<file path="src/afd_ins_pkg.sv">
/*
 * Shared constants and types for the format-descriptor ancillary inserter:
 * register indices, field layouts, reset values, packet codes and stream carriers.
 * Assumes it is compiled before every module that imports it.
 */
package afd_ins_pkg;

	// ----------------------------------------------------------------
	// Register indices on the plain register port.
	// ----------------------------------------------------------------
	localparam int ADDR_W = 5;
	localparam logic [ADDR_W-1:0] REG_CONTROL = 5'h00;
	localparam logic [ADDR_W-1:0] REG_FORMAT_CODE = 5'h03;
	localparam logic [ADDR_W-1:0] REG_ASPECT_CODE = 5'h04;
	localparam logic [ADDR_W-1:0] REG_BAR_FLAGS = 5'h05;
	localparam logic [ADDR_W-1:0] REG_BAR_VALUE_ONE = 5'h06;
	localparam logic [ADDR_W-1:0] REG_BAR_VALUE_TWO = 5'h07;
	localparam logic [ADDR_W-1:0] REG_STATUS = 5'h08;
	localparam logic [ADDR_W-1:0] REG_FIRST_FIELD_LINE = 5'h1A;
	localparam logic [ADDR_W-1:0] REG_SECOND_FIELD_LINE = 5'h1B;
	localparam logic [ADDR_W-1:0] REG_MODE_ONE_USABLE = 5'h1C;

	// ----------------------------------------------------------------
	// Field widths and reset values.
	// ----------------------------------------------------------------
	localparam int DATA_W = 32;
	localparam int CODE_W = 4;
	localparam int BAR_W = 16;
	localparam int LINE_W = 16;
	localparam logic [CODE_W-1:0] CODE_RESET = 4'h0;
	localparam logic [BAR_W-1:0] BAR_RESET = 16'h0000;
	localparam logic [LINE_W-1:0] LINE_RESET = 16'h0000;

	// ----------------------------------------------------------------
	// Stream packet codes and ancillary layout.
	// ----------------------------------------------------------------
	localparam int TYPE_W = 4;
	localparam logic [TYPE_W-1:0] TYPE_CONTROL = 4'hF;
	localparam logic [TYPE_W-1:0] TYPE_ANCILLARY = 4'hD;
	localparam int WORD_W = 10;
	localparam logic [7:0] ANC_DATA_IDENTIFIER = 8'h41;
	localparam logic [7:0] ANC_SECONDARY_IDENTIFIER = 8'h05;
	localparam logic [7:0] ANC_DATA_COUNT = 8'h08;
	localparam int ANC_BEATS = 12;
	localparam int IDX_W = 4;
	localparam logic [IDX_W-1:0] IDX_LAST = 4'hB;
	// Bit positions inside the first user word and the bar flags word.
	localparam int UDW_AR_POS = 2;
	localparam int UDW_FORMAT_POS = 3;
	localparam int UDW_FLAGS_POS = 4;

	// ----------------------------------------------------------------
	// Carriers.
	// ----------------------------------------------------------------
	typedef struct packed {
		logic sop;
		logic eop;
		logic [WORD_W-1:0] data;
	} beat_s;

	typedef struct packed {
		logic [CODE_W-1:0] format_code;
		logic aspect_code;
		logic [CODE_W-1:0] bar_flags;
		logic [BAR_W-1:0] bar_value_one;
		logic [BAR_W-1:0] bar_value_two;
	} insert_values_s;

	typedef enum logic {
		st_pass,
		st_gen
	} ins_state_e;

endpackage

</file>
<file path="src/afd_ancillary_inserter.sv">
/*
 * Format-descriptor ancillary inserter: register file on a plain port, a stream
 * path that adds one ancillary packet after each control packet, and the
 * blanking window for ancillary placement on embedded-sync output.
 * Assumes a same-clock register master and stream neighbours with valid/ready.
 * Upstream must not offer beats while ce is low, since in_ready_ff then stands
 * frozen and a beat offered against it would be lost.
 */
// Contract
// - Inserted format code comes from register 3 bits [3:0].
// - Inserted aspect code comes from register 4 bit 0.
// - Four bar flags from register 5 bits [3:0] go into each packet.
// - First bar value from register 6 bits [15:0] goes into each packet.
// - Second bar value from register 7 bits [15:0] goes into each packet.
// - Ancillary placement on embedded-sync output only during vertical blanking.
// - Placement starts on the field's start line, stops when blanking ends.
// - Register 26 holds start line for first fields and progressive frames.
// - Register 27 holds start line for second interlaced fields.
// - Register 28 usable flag must be set before mode one is used.
// - Control bit 0 clear passes through; set adds packet after control packets.
// - Added packets carry identifier 0x41 and secondary identifier 0x5.
// - Ancillary packets in the stream carry packet type 0xD.
`timescale 1ns/1ps
`default_nettype none

module afd_ancillary_inserter
	import afd_ins_pkg::*;
(
	input wire logic ref_clk,
	input wire logic rst_n,
	input wire logic ce,
	input wire logic [ADDR_W-1:0] reg_addr,
	input wire logic [DATA_W-1:0] reg_wr_data,
	input wire logic reg_wr,
	input wire logic reg_rd,
	output logic [DATA_W-1:0] reg_rd_data_ff,
	input wire beat_s in_beat,
	input wire logic in_valid,
	output logic in_ready_ff,
	output beat_s out_beat_ff,
	output logic out_valid_ff,
	input wire logic out_ready,
	input wire logic embedded_sync,
	input wire logic vblank,
	input wire logic interlaced,
	input wire logic second_field,
	input wire logic [LINE_W-1:0] line_no,
	output logic anc_window_ff
);

	// ----------------------------------------------------------------
	// Register file.
	// ----------------------------------------------------------------
	// Software-visible state. Reserved and unmapped indices have no storage,
	// so a write to one of them changes nothing.
	logic insert_enable_ff;
	logic nxt_insert_enable;

	insert_values_s values_ff;
	insert_values_s nxt_values;

	logic [LINE_W-1:0] first_line_ff;
	logic [LINE_W-1:0] nxt_first_line;

	logic [LINE_W-1:0] second_line_ff;
	logic [LINE_W-1:0] nxt_second_line;

	logic usable_ff;
	logic nxt_usable;

	logic [DATA_W-1:0] nxt_rd_data;
	ins_state_e state_ff;

	// Decodes writes; narrow fields take the low bits of the write data.
	// A write lands at the edge that samples its strobe, so a read strobe in
	// the very next cycle already returns the new value.
	always_comb begin
		nxt_insert_enable = insert_enable_ff;
		nxt_values = values_ff;
		nxt_first_line = first_line_ff;
		nxt_second_line = second_line_ff;
		nxt_usable = usable_ff;
		if (reg_wr) begin
			case (reg_addr)
				REG_CONTROL: begin
					nxt_insert_enable = reg_wr_data[0];
				end
				REG_FORMAT_CODE: begin
					nxt_values.format_code = reg_wr_data[CODE_W-1:0];
				end
				REG_ASPECT_CODE: begin
					nxt_values.aspect_code = reg_wr_data[0];
				end
				REG_BAR_FLAGS: begin
					nxt_values.bar_flags = reg_wr_data[CODE_W-1:0];
				end
				REG_BAR_VALUE_ONE: begin
					nxt_values.bar_value_one = reg_wr_data[BAR_W-1:0];
				end
				REG_BAR_VALUE_TWO: begin
					nxt_values.bar_value_two = reg_wr_data[BAR_W-1:0];
				end
				REG_FIRST_FIELD_LINE: begin
					nxt_first_line = reg_wr_data[LINE_W-1:0];
				end
				REG_SECOND_FIELD_LINE: begin
					nxt_second_line = reg_wr_data[LINE_W-1:0];
				end
				REG_MODE_ONE_USABLE: begin
					nxt_usable = reg_wr_data[0];
				end
				// Status, reserved and unmapped indices keep every field as it was.
				default: begin
					nxt_usable = usable_ff;
				end
			endcase
		end
	end

	// Read data for the cycle after the strobe; unmapped indices read zero.
	// The word drops back to zero after one cycle, so a late sample sees zero.
	always_comb begin
		nxt_rd_data = '0;
		if (reg_rd) begin
			case (reg_addr)
				REG_CONTROL: begin
					nxt_rd_data[0] = insert_enable_ff;
				end
				REG_FORMAT_CODE: begin
					nxt_rd_data[CODE_W-1:0] = values_ff.format_code;
				end
				REG_ASPECT_CODE: begin
					nxt_rd_data[0] = values_ff.aspect_code;
				end
				REG_BAR_FLAGS: begin
					nxt_rd_data[CODE_W-1:0] = values_ff.bar_flags;
				end
				REG_BAR_VALUE_ONE: begin
					nxt_rd_data[BAR_W-1:0] = values_ff.bar_value_one;
				end
				REG_BAR_VALUE_TWO: begin
					nxt_rd_data[BAR_W-1:0] = values_ff.bar_value_two;
				end
				// Status is read-only; a write to its index is dropped.
				REG_STATUS: begin
					nxt_rd_data[0] = (state_ff == st_gen);
					nxt_rd_data[1] = anc_window_ff;
				end
				REG_FIRST_FIELD_LINE: begin
					nxt_rd_data[LINE_W-1:0] = first_line_ff;
				end
				REG_SECOND_FIELD_LINE: begin
					nxt_rd_data[LINE_W-1:0] = second_line_ff;
				end
				REG_MODE_ONE_USABLE: begin
					nxt_rd_data[0] = usable_ff;
				end
				default: begin
					nxt_rd_data = '0;
				end
			endcase
		end
	end

	// Registers the register file and the read data.
	// Low ce freezes every register here, the read data word included.
	// Reset clears every field, so software reloads the values after a reset.
	always_ff @(posedge ref_clk) begin
		if (!rst_n) begin
			insert_enable_ff <= 1'b0;
			values_ff <= '{CODE_RESET, 1'b0, CODE_RESET, BAR_RESET, BAR_RESET};
			first_line_ff <= LINE_RESET;
			second_line_ff <= LINE_RESET;
			usable_ff <= 1'b0;
			reg_rd_data_ff <= '0;
		end else if (ce) begin
			insert_enable_ff <= nxt_insert_enable;
			values_ff <= nxt_values;
			first_line_ff <= nxt_first_line;
			second_line_ff <= nxt_second_line;
			usable_ff <= nxt_usable;
			reg_rd_data_ff <= nxt_rd_data;
		end
	end

	// ----------------------------------------------------------------
	// Ancillary packet content.
	// ----------------------------------------------------------------
	// The snapshot is the only copy of the values that the generator reads.
	// Taking it at the control packet's last beat lets software rewrite the
	// live registers while a packet is going out without tearing that packet.
	insert_values_s snap_ff;
	insert_values_s nxt_snap;

	logic [WORD_W-1:0] gen_word [ANC_BEATS];
	logic [7:0] first_udw;
	logic [7:0] flags_udw;

	// Builds the twelve beats of the added packet from the snapshot.
	// Byte words are ten bits wide with the two top bits held at zero.
	// The first user word holds the format code just above the aspect bit.
	// The two words after the first user word are reserved and sent as zero.
	always_comb begin
		first_udw = '0;
		first_udw[UDW_FORMAT_POS +: CODE_W] = snap_ff.format_code;
		first_udw[UDW_AR_POS] = snap_ff.aspect_code;
		flags_udw = '0;
		flags_udw[UDW_FLAGS_POS +: CODE_W] = snap_ff.bar_flags;
		gen_word[0] = {{(WORD_W-TYPE_W){1'b0}}, TYPE_ANCILLARY};
		gen_word[1] = {2'b00, ANC_DATA_IDENTIFIER};
		gen_word[2] = {2'b00, ANC_SECONDARY_IDENTIFIER};
		gen_word[3] = {2'b00, ANC_DATA_COUNT};
		gen_word[4] = {2'b00, first_udw};
		gen_word[5] = '0;
		gen_word[6] = '0;
		gen_word[7] = {2'b00, flags_udw};
		gen_word[8] = {2'b00, snap_ff.bar_value_one[BAR_W-1:8]};
		gen_word[9] = {2'b00, snap_ff.bar_value_one[7:0]};
		gen_word[10] = {2'b00, snap_ff.bar_value_two[BAR_W-1:8]};
		gen_word[11] = {2'b00, snap_ff.bar_value_two[7:0]};
	end

	// ----------------------------------------------------------------
	// Stream path.
	// ----------------------------------------------------------------
	// The output register is the only buffer. Input is refused while it is
	// full, which halves the peak rate but keeps in_ready_ff a plain
	// flip-flop with no combinational path back from out_ready.
	ins_state_e nxt_state;
	logic [IDX_W-1:0] idx_ff;
	logic [IDX_W-1:0] nxt_idx;

	logic in_ctrl_ff;
	logic nxt_in_ctrl;

	beat_s nxt_out_beat;
	logic nxt_out_valid;
	logic nxt_in_ready;

	logic accept;
	logic slot_free;
	logic beat_is_ctrl;

	// One output slot; input is taken only while the slot is known empty.
	// The packet type is read on the first beat and remembered for the rest.
	always_comb begin
		accept = in_valid && in_ready_ff;
		slot_free = !out_valid_ff || out_ready;
		beat_is_ctrl = in_beat.sop ? (in_beat.data[TYPE_W-1:0] == TYPE_CONTROL) : in_ctrl_ff;
		nxt_state = state_ff;
		nxt_idx = idx_ff;
		nxt_in_ctrl = in_ctrl_ff;
		nxt_snap = snap_ff;
		nxt_out_beat = out_beat_ff;
		nxt_out_valid = out_valid_ff && !out_ready;
		case (state_ff)
			st_pass: begin
				if (accept) begin
					nxt_out_beat = in_beat;
					nxt_out_valid = 1'b1;
					nxt_in_ctrl = beat_is_ctrl;
					// The enable counts as it stands at the control packet's last beat.
					if (in_beat.eop && beat_is_ctrl && insert_enable_ff) begin
						nxt_state = st_gen;
						nxt_idx = '0;
						nxt_snap = values_ff;
					end
				end
			end
			st_gen: begin
				// Each word waits for a free slot, so downstream stalls are honoured.
				if (slot_free) begin
					nxt_out_beat.sop = (idx_ff == '0);
					nxt_out_beat.eop = (idx_ff == IDX_LAST);
					nxt_out_beat.data = gen_word[idx_ff];
					nxt_out_valid = 1'b1;
					if (idx_ff == IDX_LAST) begin
						nxt_state = st_pass;
					end else begin
						nxt_idx = idx_ff + 1'b1;
					end
				end
			end
			default: begin
				nxt_state = st_pass;
			end
		endcase
		// Ready follows the next slot state, so a taken beat is never overwritten.
		// This costs one idle cycle per beat but needs no skid buffer.
		nxt_in_ready = (nxt_state == st_pass) && !nxt_out_valid;
	end

	// Registers the stream path.
	// Ready is low in reset and rises at the first enabled edge after release.
	// The generator index restarts from zero at every added packet.
	always_ff @(posedge ref_clk) begin
		if (!rst_n) begin
			state_ff <= st_pass;
			idx_ff <= '0;
			in_ctrl_ff <= 1'b0;
			snap_ff <= '{CODE_RESET, 1'b0, CODE_RESET, BAR_RESET, BAR_RESET};
			out_beat_ff <= '0;
			out_valid_ff <= 1'b0;
			in_ready_ff <= 1'b0;
		end else if (ce) begin
			state_ff <= nxt_state;
			idx_ff <= nxt_idx;
			in_ctrl_ff <= nxt_in_ctrl;
			snap_ff <= nxt_snap;
			out_beat_ff <= nxt_out_beat;
			out_valid_ff <= nxt_out_valid;
			in_ready_ff <= nxt_in_ready;
		end
	end

	// ----------------------------------------------------------------
	// Blanking window for ancillary placement.
	// ----------------------------------------------------------------
	// The window is reported as a flag only and does not hold back the stream.
	// Mode one settings reach it only through the usable flag and start lines.
	// Timing levels come from same-clock output timing logic, so no
	// synchronisers sit in front of it.
	anc_line_window u_window (
		.ref_clk(ref_clk),
		.rst_n(rst_n),
		.ce(ce),
		.embedded_sync(embedded_sync),
		.vblank(vblank),
		.interlaced(interlaced),
		.second_field(second_field),
		.line_no(line_no),
		.first_field_anc_start_line(first_line_ff),
		.second_field_anc_start_line(second_line_ff),
		.video_mode_one_usable(usable_ff),
		.window_ff(anc_window_ff)
	);

endmodule // afd_ancillary_inserter

`default_nettype wire

</file>
<file path="src/anc_line_window.sv">
/*
 * Vertical-blanking window in which queued ancillary packets may be placed
 * on embedded-sync output, opened on the per-field start line.
 * Assumes timing inputs come from logic on the same clock.
 */
`timescale 1ns/1ps
`default_nettype none

module anc_line_window
	import afd_ins_pkg::*;
(
	input wire logic ref_clk,
	input wire logic rst_n,
	input wire logic ce,
	input wire logic embedded_sync,
	input wire logic vblank,
	input wire logic interlaced,
	input wire logic second_field,
	input wire logic [LINE_W-1:0] line_no,
	input wire logic [LINE_W-1:0] first_field_anc_start_line,
	input wire logic [LINE_W-1:0] second_field_anc_start_line,
	input wire logic video_mode_one_usable,
	output logic window_ff
);

	// ----------------------------------------------------------------
	// Window control.
	// ----------------------------------------------------------------
	logic nxt_window;
	logic [LINE_W-1:0] start_line;
	logic allowed;

	// Opens on the start line of the current field and closes with blanking.
	always_comb begin
		start_line = (interlaced && second_field) ? second_field_anc_start_line
			: first_field_anc_start_line;
		allowed = video_mode_one_usable && embedded_sync && vblank;
		nxt_window = window_ff;
		if (!allowed) begin
			nxt_window = 1'b0;
		end else if (line_no == start_line) begin
			nxt_window = 1'b1;
		end
	end

	// Registers the window.
	always_ff @(posedge ref_clk) begin
		if (!rst_n) begin
			window_ff <= 1'b0;
		end else if (ce) begin
			window_ff <= nxt_window;
		end
	end

endmodule // anc_line_window

`default_nettype wire

</file>
<file path="config.mk">
export PLATFORM = sky130hd
export DESIGN_NAME = afd_ancillary_inserter
export DESIGN_NICKNAME = d
export VERILOG_FILES = /design/src/afd_ins_pkg.sv /design/src/afd_ancillary_inserter.sv /design/src/anc_line_window.sv
export SDC_FILE = /design/constraint.sdc
export NUM_CORES = 1
export LEC_CHECK = 0
export BUFFER_PORTS_ARGS = -buffer_cell sky130_fd_sc_hd__buf_4
export CORE_AREA = 2 2 162 164
export CTS_BUF_LIST = sky130_fd_sc_hd__clkbuf_2 sky130_fd_sc_hd__clkbuf_4 sky130_fd_sc_hd__clkbuf_8
export CTS_CLUSTER_DIAMETER = 80
export CTS_CLUSTER_SIZE = 30
export DETAILED_ROUTE_END_ITERATION = 8
export DIE_AREA = 0 0 164 166
export SETUP_SLACK_MARGIN = 0.3
export SLEW_MARGIN = 25
export SYNTH_ARGS = -nofsm -noshare
export SYNTH_HDL_FRONTEND = slang
export SYNTH_SLANG_ARGS = --single-unit
</file>
<file path="constraint.sdc">
create_clock -name ref_clk -period 3.58 [get_ports ref_clk]
set_input_delay 0.537 -clock ref_clk [delete_from_list [all_inputs] [get_ports ref_clk]]
set_output_delay 0.537 -clock ref_clk [all_outputs]
set_load 0.05 [all_outputs]
</file>
Word level (Yosys, flattened, before mapping)
Cells that the tools add are included.

Eq/ne operators: 17. Reductions and logical operators: 28. Div/mod/pow operators: 0. Multiply operators: 0. Bitwise gates (word level): 3. Mux-type cells: 28. Magnitude comparators: 1. $add $sub $neg: 1. Shift-type cells: 0.

Operators with widths (count): 12-bit one-hot mux with 4 select lines (1); 10-bit binary-select mux with 4-bit select (1); 3-bit AND reduction (11); 16-bit two-way mux (2); 12-bit two-way mux (2); 12-bit one-hot mux with 2 select lines (1); 5-bit by 3-bit equality test with 1-bit output (second input constant) (4); 10-bit two-way mux (2); 16-bit equality test (1); 4-bit two-way mux (4); 5-bit equality test (second input constant) (3); 2-bit one-hot mux with 6 select lines (1); 1-bit one-hot mux with 10 select lines (1); 1-bit two-way mux (9); 4-bit equality test (second input constant) (2); 1-bit logical AND (8); 2-bit != test (second input constant) (4); 4-bit one-hot mux with 2 select lines (1); 1-bit one-hot mux with 7 select lines (1); 5-bit by 2-bit equality test with 1-bit output (second input constant) (1); 5-bit by 4-bit equality test with 1-bit output (second input constant) (1); 5-bit greater-or-equal comparator (second input constant) (1); 5-bit zero test (1); 4-bit NOT with 5-bit output (1); other kinds (10) (14).

Latch bits: 0. ROM bits: 0. RAM bits: 0. Output and inout bits: 47. Memories kept: 0. Flip-flop bits (word level): 169.

Longest topological paths before layout
Gate-level depths: netlist of the first run.

Word-level depth: 9. Gate-level depth with buffers: 9.

Hierarchy
A second synthesis of the first run with hierarchy kept.

Cell total of the unflattened synthesis: 837. Area, all modules: 7370.8 µm².

By module, submodules not included: afd_ancillary_inserter (area an instance 6909.1 µm², cells an instance 775, times used 1); anc_line_window (area an instance 461.7 µm², cells an instance 62, times used 1).

Worst setup path before layout of the first run
No wires, ideal clock.

Kind: input port to flip-flop. Start point: in reg_addr[2]. End point: reg reg_rd_data_ff[0]. Stages: 8. Data required time: 3.463 ns. Setup slack: 1.795 ns. Arrival time: 1.669 ns. Library setup time: 0.117 ns. Path through: buf_4 -> and3b_1 -> and2_1 -> buf_6 -> buf_6 -> a22oi_1 -> nand4_1 -> a22o_1.

Cells in the longest elaborated chain, start to end: 3. Elaborated cells between the ends (all ways): 12.

Ends and longest elaborated chain: start, declared (line afd_ancillary_inserter.sv:32) `input wire logic [ADDR_W-1:0] reg_addr,`; 5-bit equality test (tied with other cells) (line afd_ancillary_inserter.sv:125) `case (reg_addr)`; 1-bit one-hot mux with 10 select lines * (line afd_ancillary_inserter.sv:125); 16-bit two-way mux * (line afd_ancillary_inserter.sv:124) `if (reg_rd) begin`; end signal, assigned (line afd_ancillary_inserter.sv:182) `reg_rd_data_ff <= nxt_rd_data;`; end, declared (line afd_ancillary_inserter.sv:36) `output logic [DATA_W-1:0] reg_rd_data_ff,`.

Every way passes the cells marked *; elsewhere a longest branch is shown, timed or not. A chain may end at the register's enable or synchronous reset.

Final worst setup path of the first run
Start point: in reg_addr[2]. End point: reg values_ff[30] (netlist name).

Cells in the longest elaborated chain, start to end: 2.

Ends and longest elaborated chain: 5-bit by 3-bit equality test with 1-bit output (line afd_ancillary_inserter.sv:84) `case (reg_addr)`; 3-bit AND reduction (no line); end signal, assigned (line afd_ancillary_inserter.sv:171) `values_ff <= '{CODE_RESET, 1'b0, CODE_RESET, BAR_RESET, BAR_RESET};`; end signal, assigned (line afd_ancillary_inserter.sv:178) `values_ff <= nxt_values;`; end, declared (line afd_ancillary_inserter.sv:59) `insert_values_s values_ff;`.

Every way passes these cells.

==> results.json, run 1 <==
{
  "power.share.switching_pct": 27.4,
  "ff2ff_path_depth": 7,
  "cap_viol_max_count": 0,
  "endpoint": "values_ff[30]",
  "start_util_pct": 29.6,
  "die_h_um": 166,
  "p_clk_share_pct": 41.0,
  "avgSynthCellArea_um2": 8.45,
  "cts_setup_buffers": 0,
  "hp-class": "input port to register",
  "fill_cells": 2684,
  "setup_viol": 0,
  "portBuffers": 90,
  "drtIter0Drc": 562,
  "rows": 59,
  "skew_ns": 0.0161,
  "vias": 6603,
  "final_core_util_pct": 34.1,
  "outcome": "finished, final reports clean",
  "grt_use_total_pct": 16.1,
  "final_antenna_net_count": 0,
  "grt_pass1_wl_mm": 34.5,
  "dr.pass1.iters": 5,
  "cts_resized": 0,
  "clk_path_buf_depth": 2,
  "yosys_warnings": 0,
  "grt_max_degree": 72,
  "antenna_found_initial": 0,
  "gp_congestion": 0.850,
  "worstSetupPathType": "input port to register",
  "relSlewSlack_pct": 47.1,
  "vdd_drop_max_mv": 0.241,
  "cts_root_buffer": "clkbuf_8",
  "numCtsBuffers": 17,
  "synthFlopType": "dfxtp_1",
  "cp-end-kind": "register",
  "sequentialPowerShare_pct": 50.7,
  "grt_pass1_vias": 6228,
  "ys_seq_area_share_pct": 40.4,
  "n_antenna_cell": 0,
  "grt_overflow": 0,
  "viasPerCell": 5.08,
  "drcViolationCount": 0,
  "hold_viol": 0,
  "rsz0062_at_grt": "no",
  "synth_cell_types": 63,
  "die_w_um": 164,
  "fin_crit_ns": 2.23,
  "synth_seq_cells": 153,
  "r2r_end": "out_beat_ff[3]",
  "synth.cell_area_um2": 7570,
  "worstSetupStartpointType": "input port",
  "r2r_slack_ns": 1.47,
  "dp_hpwl_mm": 15.6,
  "ios": 123,
  "fin_hold_ws_ns": 0.341,
  "cts_tree": "done",
  "intPower_mw": 2.46,
  "wl_per_cell_um": 16.8,
  "tns_ns": 0,
  "arrival_ns": 2.57,
  "synth-edff-count": 0,
  "worst_slack_ns": 1.35,
  "leakagePower_nw": 3.06,
  "syn-instance-count": 896,
  "slew_violations": 0,
  "max_clock_freq_mhz": 449,
  "core_um2": 25600,
  "crit_path_start": "reg_addr[2]",
  "async_flop_share_pct": 0,
  "worstMarginPinSlew_ns": 0.792,
  "critical_path_required_ns": 3.92,
  "min_period_over_period_pct": 62.3,
  "reg2reg_from": "idx_ff[0]",
  "pwr-share-comb_pct": 8.3,
  "cts.sinks": 153,
  "crit_fanout": 16,
  "clkTransAtPathRegs_ns": 0.10,
  "dpl_worst_slack_ns": 0.932,
  "fin_nets": 1032,
  "layout-drive-gt1-share_pct": 15.4,
  "power_switching_mw": 0.927,
  "p_per_area_nw_per_um2": 387,
  "dieArea_um2": 27200,
  "holdBufCountCts": 0,
  "cts-htree-levels": 4,
  "wl_mm": 21.9,
  "areaGrowthSynthToFinish_pct": 15.5,
  "clock_latency_ns": 0.47
}
[cell type report]
| class | count | area (um^2) | share of cell area (%) |
|---|---|---|---|
| clock buffer | 18 | 241 | 2.76 |
| tap | 335 | 419 | 4.79 |
| inverter | 18 | 67.6 | 0.772 |
| sequential | 153 | 3060 | 35.0 |
| timing repair buffer | 101 | 758 | 8.67 |
| multi-input combinational | 660 | 4030 | 46.1 |
| clock inverter | 14 | 166 | 1.90 |
[power groups by stage]
stage	clock [mW]	sequential, mW	combinational [mW]
after detailed placement	0	1.76	0.278
after floorplan	0	1.77	0.164
after global placement	0	1.76	0.277
after global routing	1.48	1.72	0.299
final	1.39	1.72	0.280
after CTS	1.40	1.72	0.279
[flip-flops by register name, indices dropped and copies added, names as in the netlist]
| register | count |
|---|---|
| values_ff | 41 |
| gen_word | 32 |
| first_line_ff | 16 |
| reg_rd_data_ff | 16 |
| second_line_ff | 16 |
| out_beat_ff | 12 |
| first_udw | 5 |
| flags_udw | 4 |
| idx_ff | 4 |
| in_ctrl_ff | 1 |
| in_ready_ff | 1 |
| insert_enable_ff | 1 |
| out_valid_ff | 1 |
| state_ff | 1 |
| u_window.window_ff | 1 |
| usable_ff | 1 |
[metal layers]
metal / global-route usage, % / vias to the layer above / wire [um]
met2: 24.7 / 174 / 9990
met5: 0 / - / 0
met3: 3.32 / 28 / 1050
met4: 3.81 / 0 / 379
met1: 23.0 / 3218 / 10400
li1: - / 3183 / -
[cell usage after synthesis (all sizes together), types with 3 or more instances]
cell type	number	area, um^2
and2	8	52.6
a221oi	5	43.8
a211oi	4	30.0
nor4	4	25.0
o2bb2ai	3	26.3
buf	56	379
a21boi	109	818
inv	17	63.8
o22ai	6	37.5
o21ai	8	40.0
o211ai	9	67.6
nand2b	18	113
and3	7	43.8
a32oi	15	131
nor2	10	42.5
clkbuf	24	90.1
nand2	241	905
o21a	12	90.1
mux2i	19	190
nor2b	32	200
mux4	8	188
o211a	3	30.0
nor3	6	35.0
nand3	10	60.1
dfxtp	153	3060
ha	5	62.6
a21oi	26	130
a22oi	20	150
a21o	4	30.0
xor2	11	96.3
nor3b	4	35.0
a31oi	6	37.5
nand4	5	31.3
[worst min-delay path by stage]
stage                      end  slack (ns)  cells after the start   startpoint
6_report        out_beat_ff[9]        0.34                      3   in_beat[9]
5_1_grt        out_beat_ff[10]        0.33                      3  in_beat[10]
4_1_cts        out_beat_ff[10]        0.33                      3  in_beat[10]
3_5_place_dp       gen_word[3]        0.45                      2  gen_word[3]
3_3_place_gp       gen_word[2]        0.44                      2  gen_word[2]
2_1_floorplan      gen_word[0]        0.43                      2  gen_word[0]
[cells in the final DEF (no fill, tap or decap), types with 15 or more instances in the layout]
master    netlist  routed
clkbuf_8        0      17
conb_1          1      16
a21boi_1       43      43
a21boi_0       66      66
nor2b_1        32      32
mux2i_1        19      19
buf_4          25     101
a21oi_1        26      26
inv_1          17      17
dfxtp_1       153     153
a22oi_1        20      20
nand2b_1       18      18
a32oi_1        15      15
nand2_1       241     241
[worst max-delay path, stage by stage]
cell and delay [ns]:
buf_4 0.16, nor3b_2 0.23, and2_1 0.60, nand3_1 0.70, nand2_1 0.25, a21boi_0 0.10
[through the flow]
stage	cell area, um^2	power [mW]	cells
finish	8750	3.38	1299
global route	8750	3.50	1299
CTS	8750	3.39	1299
detailed placement	8340	2.03	1267
global placement	8340	2.03	1267
floorplan	7630	1.94	911
[cells by family after synthesis]
family / Yosys count / synth area share (%)
AND/OR/NAND/NOR: 353 / 21.2
adder cells (fa/ha/maj): 5 / 0.826
XOR/XNOR: 13 / 1.50
multiplexers: 28 / 5.14
other: 1 / 0.0495
flip-flops: 153 / 40.4
AO/OA/AOI/OAI: 245 / 23.7
buffers and inverters: 98 / 7.09
Power figures use the tool's default switching activity.
==> inputs of run 2 (changes only) <==
--- a/config.mk
+++ b/config.mk
@@ -5,13 +5,14 @@
 export SDC_FILE = /design/constraint.sdc
 export NUM_CORES = 1
 export LEC_CHECK = 0
+export ABC_AREA = 1
 export BUFFER_PORTS_ARGS = -buffer_cell sky130_fd_sc_hd__buf_4
-export CORE_AREA = 2 2 162 164
+export CORE_AREA = 2 2 158 160
 export CTS_BUF_LIST = sky130_fd_sc_hd__clkbuf_2 sky130_fd_sc_hd__clkbuf_4 sky130_fd_sc_hd__clkbuf_8
 export CTS_CLUSTER_DIAMETER = 80
 export CTS_CLUSTER_SIZE = 30
 export DETAILED_ROUTE_END_ITERATION = 8
-export DIE_AREA = 0 0 164 166
+export DIE_AREA = 0 0 160 162
 export SETUP_SLACK_MARGIN = 0.3
 export SLEW_MARGIN = 25
 export SYNTH_ARGS = -nofsm -noshare
==> constraint.sdc (replaced) <==
create_clock -name ref_clk -period 1.8 [get_ports ref_clk]
set_input_delay 0.27 -clock ref_clk [delete_from_list [all_inputs] [get_ports ref_clk]]
set_output_delay 0.27 -clock ref_clk [all_outputs]
set_load 0.05 [all_outputs]
==> results.json, run 2 <==
{
  "p_clk_share_pct": 41.2,
  "grt_overflow": 0,
  "worstSetupPathType": "register to register",
  "arrival_ns": 1.86,
  "start_util_pct": 29.7,
  "synth_seq_cells": 153,
  "synth_compound_area_share_pct": 22.6,
  "viasPerCell": 4.77,
  "critical_path_required_ns": 2.18,
  "syn-instance-count": 1047,
  "yosys.area_share.simple_pct": 23.5,
  "synth_commonest_cells": "189 x nand2_1, 153 x dfxtp_1, 139 x nor2_1, 134 x o21ai_0, 115 x a21oi_1",
  "ios": 123,
  "final_core_util_pct": 37.3,
  "fin_crit_ns": 1.48,
  "tns_ns": 0,
  "mostFrequentLayoutCells": "184 x nand2_1, 147 x dfxtp_1, 134 x nor2_1, 129 x buf_4, 125 x o21ai_0",
  "setup_viol": 0,
  "fin_nets": 1230,
  "clkTransAtPathRegs_ns": 0.09,
  "top_register": "values_ff",
  "r2r_slack_ns": 0.32,
  "worstPathCellList": "clkinvlp_4, buf_6, ha_1, o21ai_1, nand4_1, nand2_1, a21oi_2",
  "antenna_found_initial": 0,
  "max_stage_delay_ns": 0.39,
  "vias": 7092,
  "layout-drive-gt1-share_pct": 19.1,
  "areaGrowthSynthToFinish_pct": 25.3,
  "grt_pass1_vias": 6479,
  "holdBufCountCts": 0,
  "grt_use_total_pct": 16.5,
  "cap_viol_max_count": 0,
  "clk_path_buf_depth": 2,
  "p_per_area_nw_per_um2": 784,
  "worst_slack_ns": 0.317,
  "skew_ns": 0.0218,
  "synth-edff-count": 0,
  "stdcell_count": 1486,
  "largest_register_ffs": 41,
  "cts_root_buffer": "clkbuf_8",
  "synth.most_common_cell": "nand2_1",
  "worstMarginPinSlew_ns": 0.565,
  "dp_cells": 1438,
  "seqCellArea_um2": 3080,
  "worstSetupStartpointType": "register",
  "ys_seq_area_share_pct": 42.7,
  "synthTopCellsByArea": "dfxtp_1 43%, nand2_1 9.9%, o21ai_0 9.4%, a21oi_1 8.0%, nor2_1 7.3%",
  "synth_top_cell_by_area": "dfxtp_1",
  "max_clock_freq_mhz": 674,
  "hold_start": "in_beat[8]",
  "drcViolationCount": 0,
  "placed_area_um2": 8230,
  "multi_input_area_um2": 3530,
  "fill_cells": 2601,
  "grt_pass1_wl_mm": 33.9,
  "reg2reg_from": "idx_ff[0]",
  "synth_top_family_by_area": "simple AND/OR/NAND/NOR gates",
  "synthMuxAreaShare_pct": 0,
  "wl_per_cell_um": 14.7,
  "dp_hpwl_mm": 15.6,
  "cts_tree": "done",
  "portBuffers": 90,
  "intPower_mw": 5.22,
  "die_h_um": 162,
  "cp-end-kind": "register",
  "die_w_um": 160,
  "synth_xor_area_share_pct": 0,
  "gp_congestion": 0.885,
  "synth_cell_types": 35,
  "relSlewSlack_pct": 62.1,
  "crit_fanout": 8,
  "hold_viol": 0,
  "synth.cell_area_um2": 7170,
  "outcome": "finished, final reports clean",
  "leakagePower_nw": 3.74,
  "sequentialPowerShare_pct": 48.8,
  "core_um2": 24100,
  "crit_path_start": "idx_ff[0]",
  "synth_top_area_share_pct": 42.7,
  "fin_hold_ws_ns": 0.0464,
  "dpl_worst_slack_ns": 0.0971,
  "dr.pass1.iters": 5,
  "pwr-share-comb_pct": 10.0,
  "finalInstanceArea_um2": 8980,
  "slew_violations": 0,
  "dieArea_um2": 25900,
  "power_mw": 7.04,
  "cts.sinks": 153,
  "grt_max_degree": 120,
  "power.share.switching_pct": 25.8,
  "min_period_over_period_pct": 82.4,
  "clock_latency_ns": 0.47,
  "vdd_drop_max_mv": 0.475,
  "final_common_cell": "nand2_1",
  "rsz0062_at_grt": "yes",
  "wl_mm": 21.8,
  "synthFlopType": "dfxtp_1",
  "final_antenna_net_count": 0,
  "critPathSlowestCell": "dfxtp_4",
  "drtIter0Drc": 461,
  "hp-class": "input port to register",
  "cts-htree-levels": 4,
  "power_switching_mw": 1.81,
  "n_antenna_cell": 0,
  "async_flop_share_pct": 0,
  "yosys_warnings": 0,
  "rows": 57,
  "avgSynthCellArea_um2": 6.85,
  "synthAdderAreaFrac_pct": 0.873,
  "numCtsBuffers": 17
}
==> run 2: changes by cell type after synthesis, sizes merged, moves of 32 or more <==
| cell | delta |
|---|---|
| nand3 | +35 |
| inv | +83 |
| o21ai | +154 |
| a21boi | -109 |
| nand2 | -51 |
| nor2b | -32 |
| a21oi | +89 |
| nor2 | +139 |
==> run 2: repair_timing <==
item,4_1_cts,5_1_grt
setup buffers,5,9
gates resized for setup,14,40
gates cloned,0,2
endpoints found under the setup margin,43,54
pin swaps,0,13
==> run 2: kinds of logic (layout without fill, tap and decap cells) <==
logic type      count (synthesis)  in the layout
simple gates                  406            406
buf+inv                       172            272
other cells                     1             16
compound gates                310            310
flops                         153            153
fa+ha+maj                       5              5
==> run 2: per-layer routing <==
metal	vias to the layer above	GRT usage, %	share of wire [%]
met5	-	0	0
met3	25	3.45	5.1
met1	3237	22.1	47
li1	3631	-	-
met2	199	26.6	46
met4	0	5.45	2.0
==> run 2: final cells by class <==
class	instances	area share, %
timing repair buffer	138	12.6
clock buffer	20	2.93
multi-input combinational	737	39.3
tap	324	4.51
clock inverter	12	1.94
inverter	101	4.44
sequential	153	34.2
timing repair inverter	1	0.0836
==> run 2: power by group through the flow <==
| stage | Clock (mW) | Combinational [mW] | Sequential (mW) |
|---|---|---|---|
| global route | 3.11 | 0.764 | 3.44 |
| detailed placement | 0 | 0.672 | 3.52 |
| finish | 2.90 | 0.702 | 3.43 |
| CTS | 2.96 | 0.678 | 3.44 |
| floorplan | 0 | 0.360 | 3.57 |
| global placement | 0 | 0.670 | 3.52 |
==> run 2: final timing paths <==
path | to | cells past startpoint
setup / recovery | out_beat_ff[2] | 7
hold / removal | out_beat_ff[8] | 3
setup reg to reg | out_beat_ff[2] | 7
hold reg to reg | gen_word[24] | 2
==> run 2: worst max-delay path: cells and delay by family (launching register included) <==
kind | cells | cell delay [ns]
and+or+nand+nor | 2 | 0.20
DFF | 1 | 0.39
AOI/OAI and AO/OA | 2 | 0.20
adders and majority gates | 1 | 0.18
buffers and inverters | 2 | 0.41
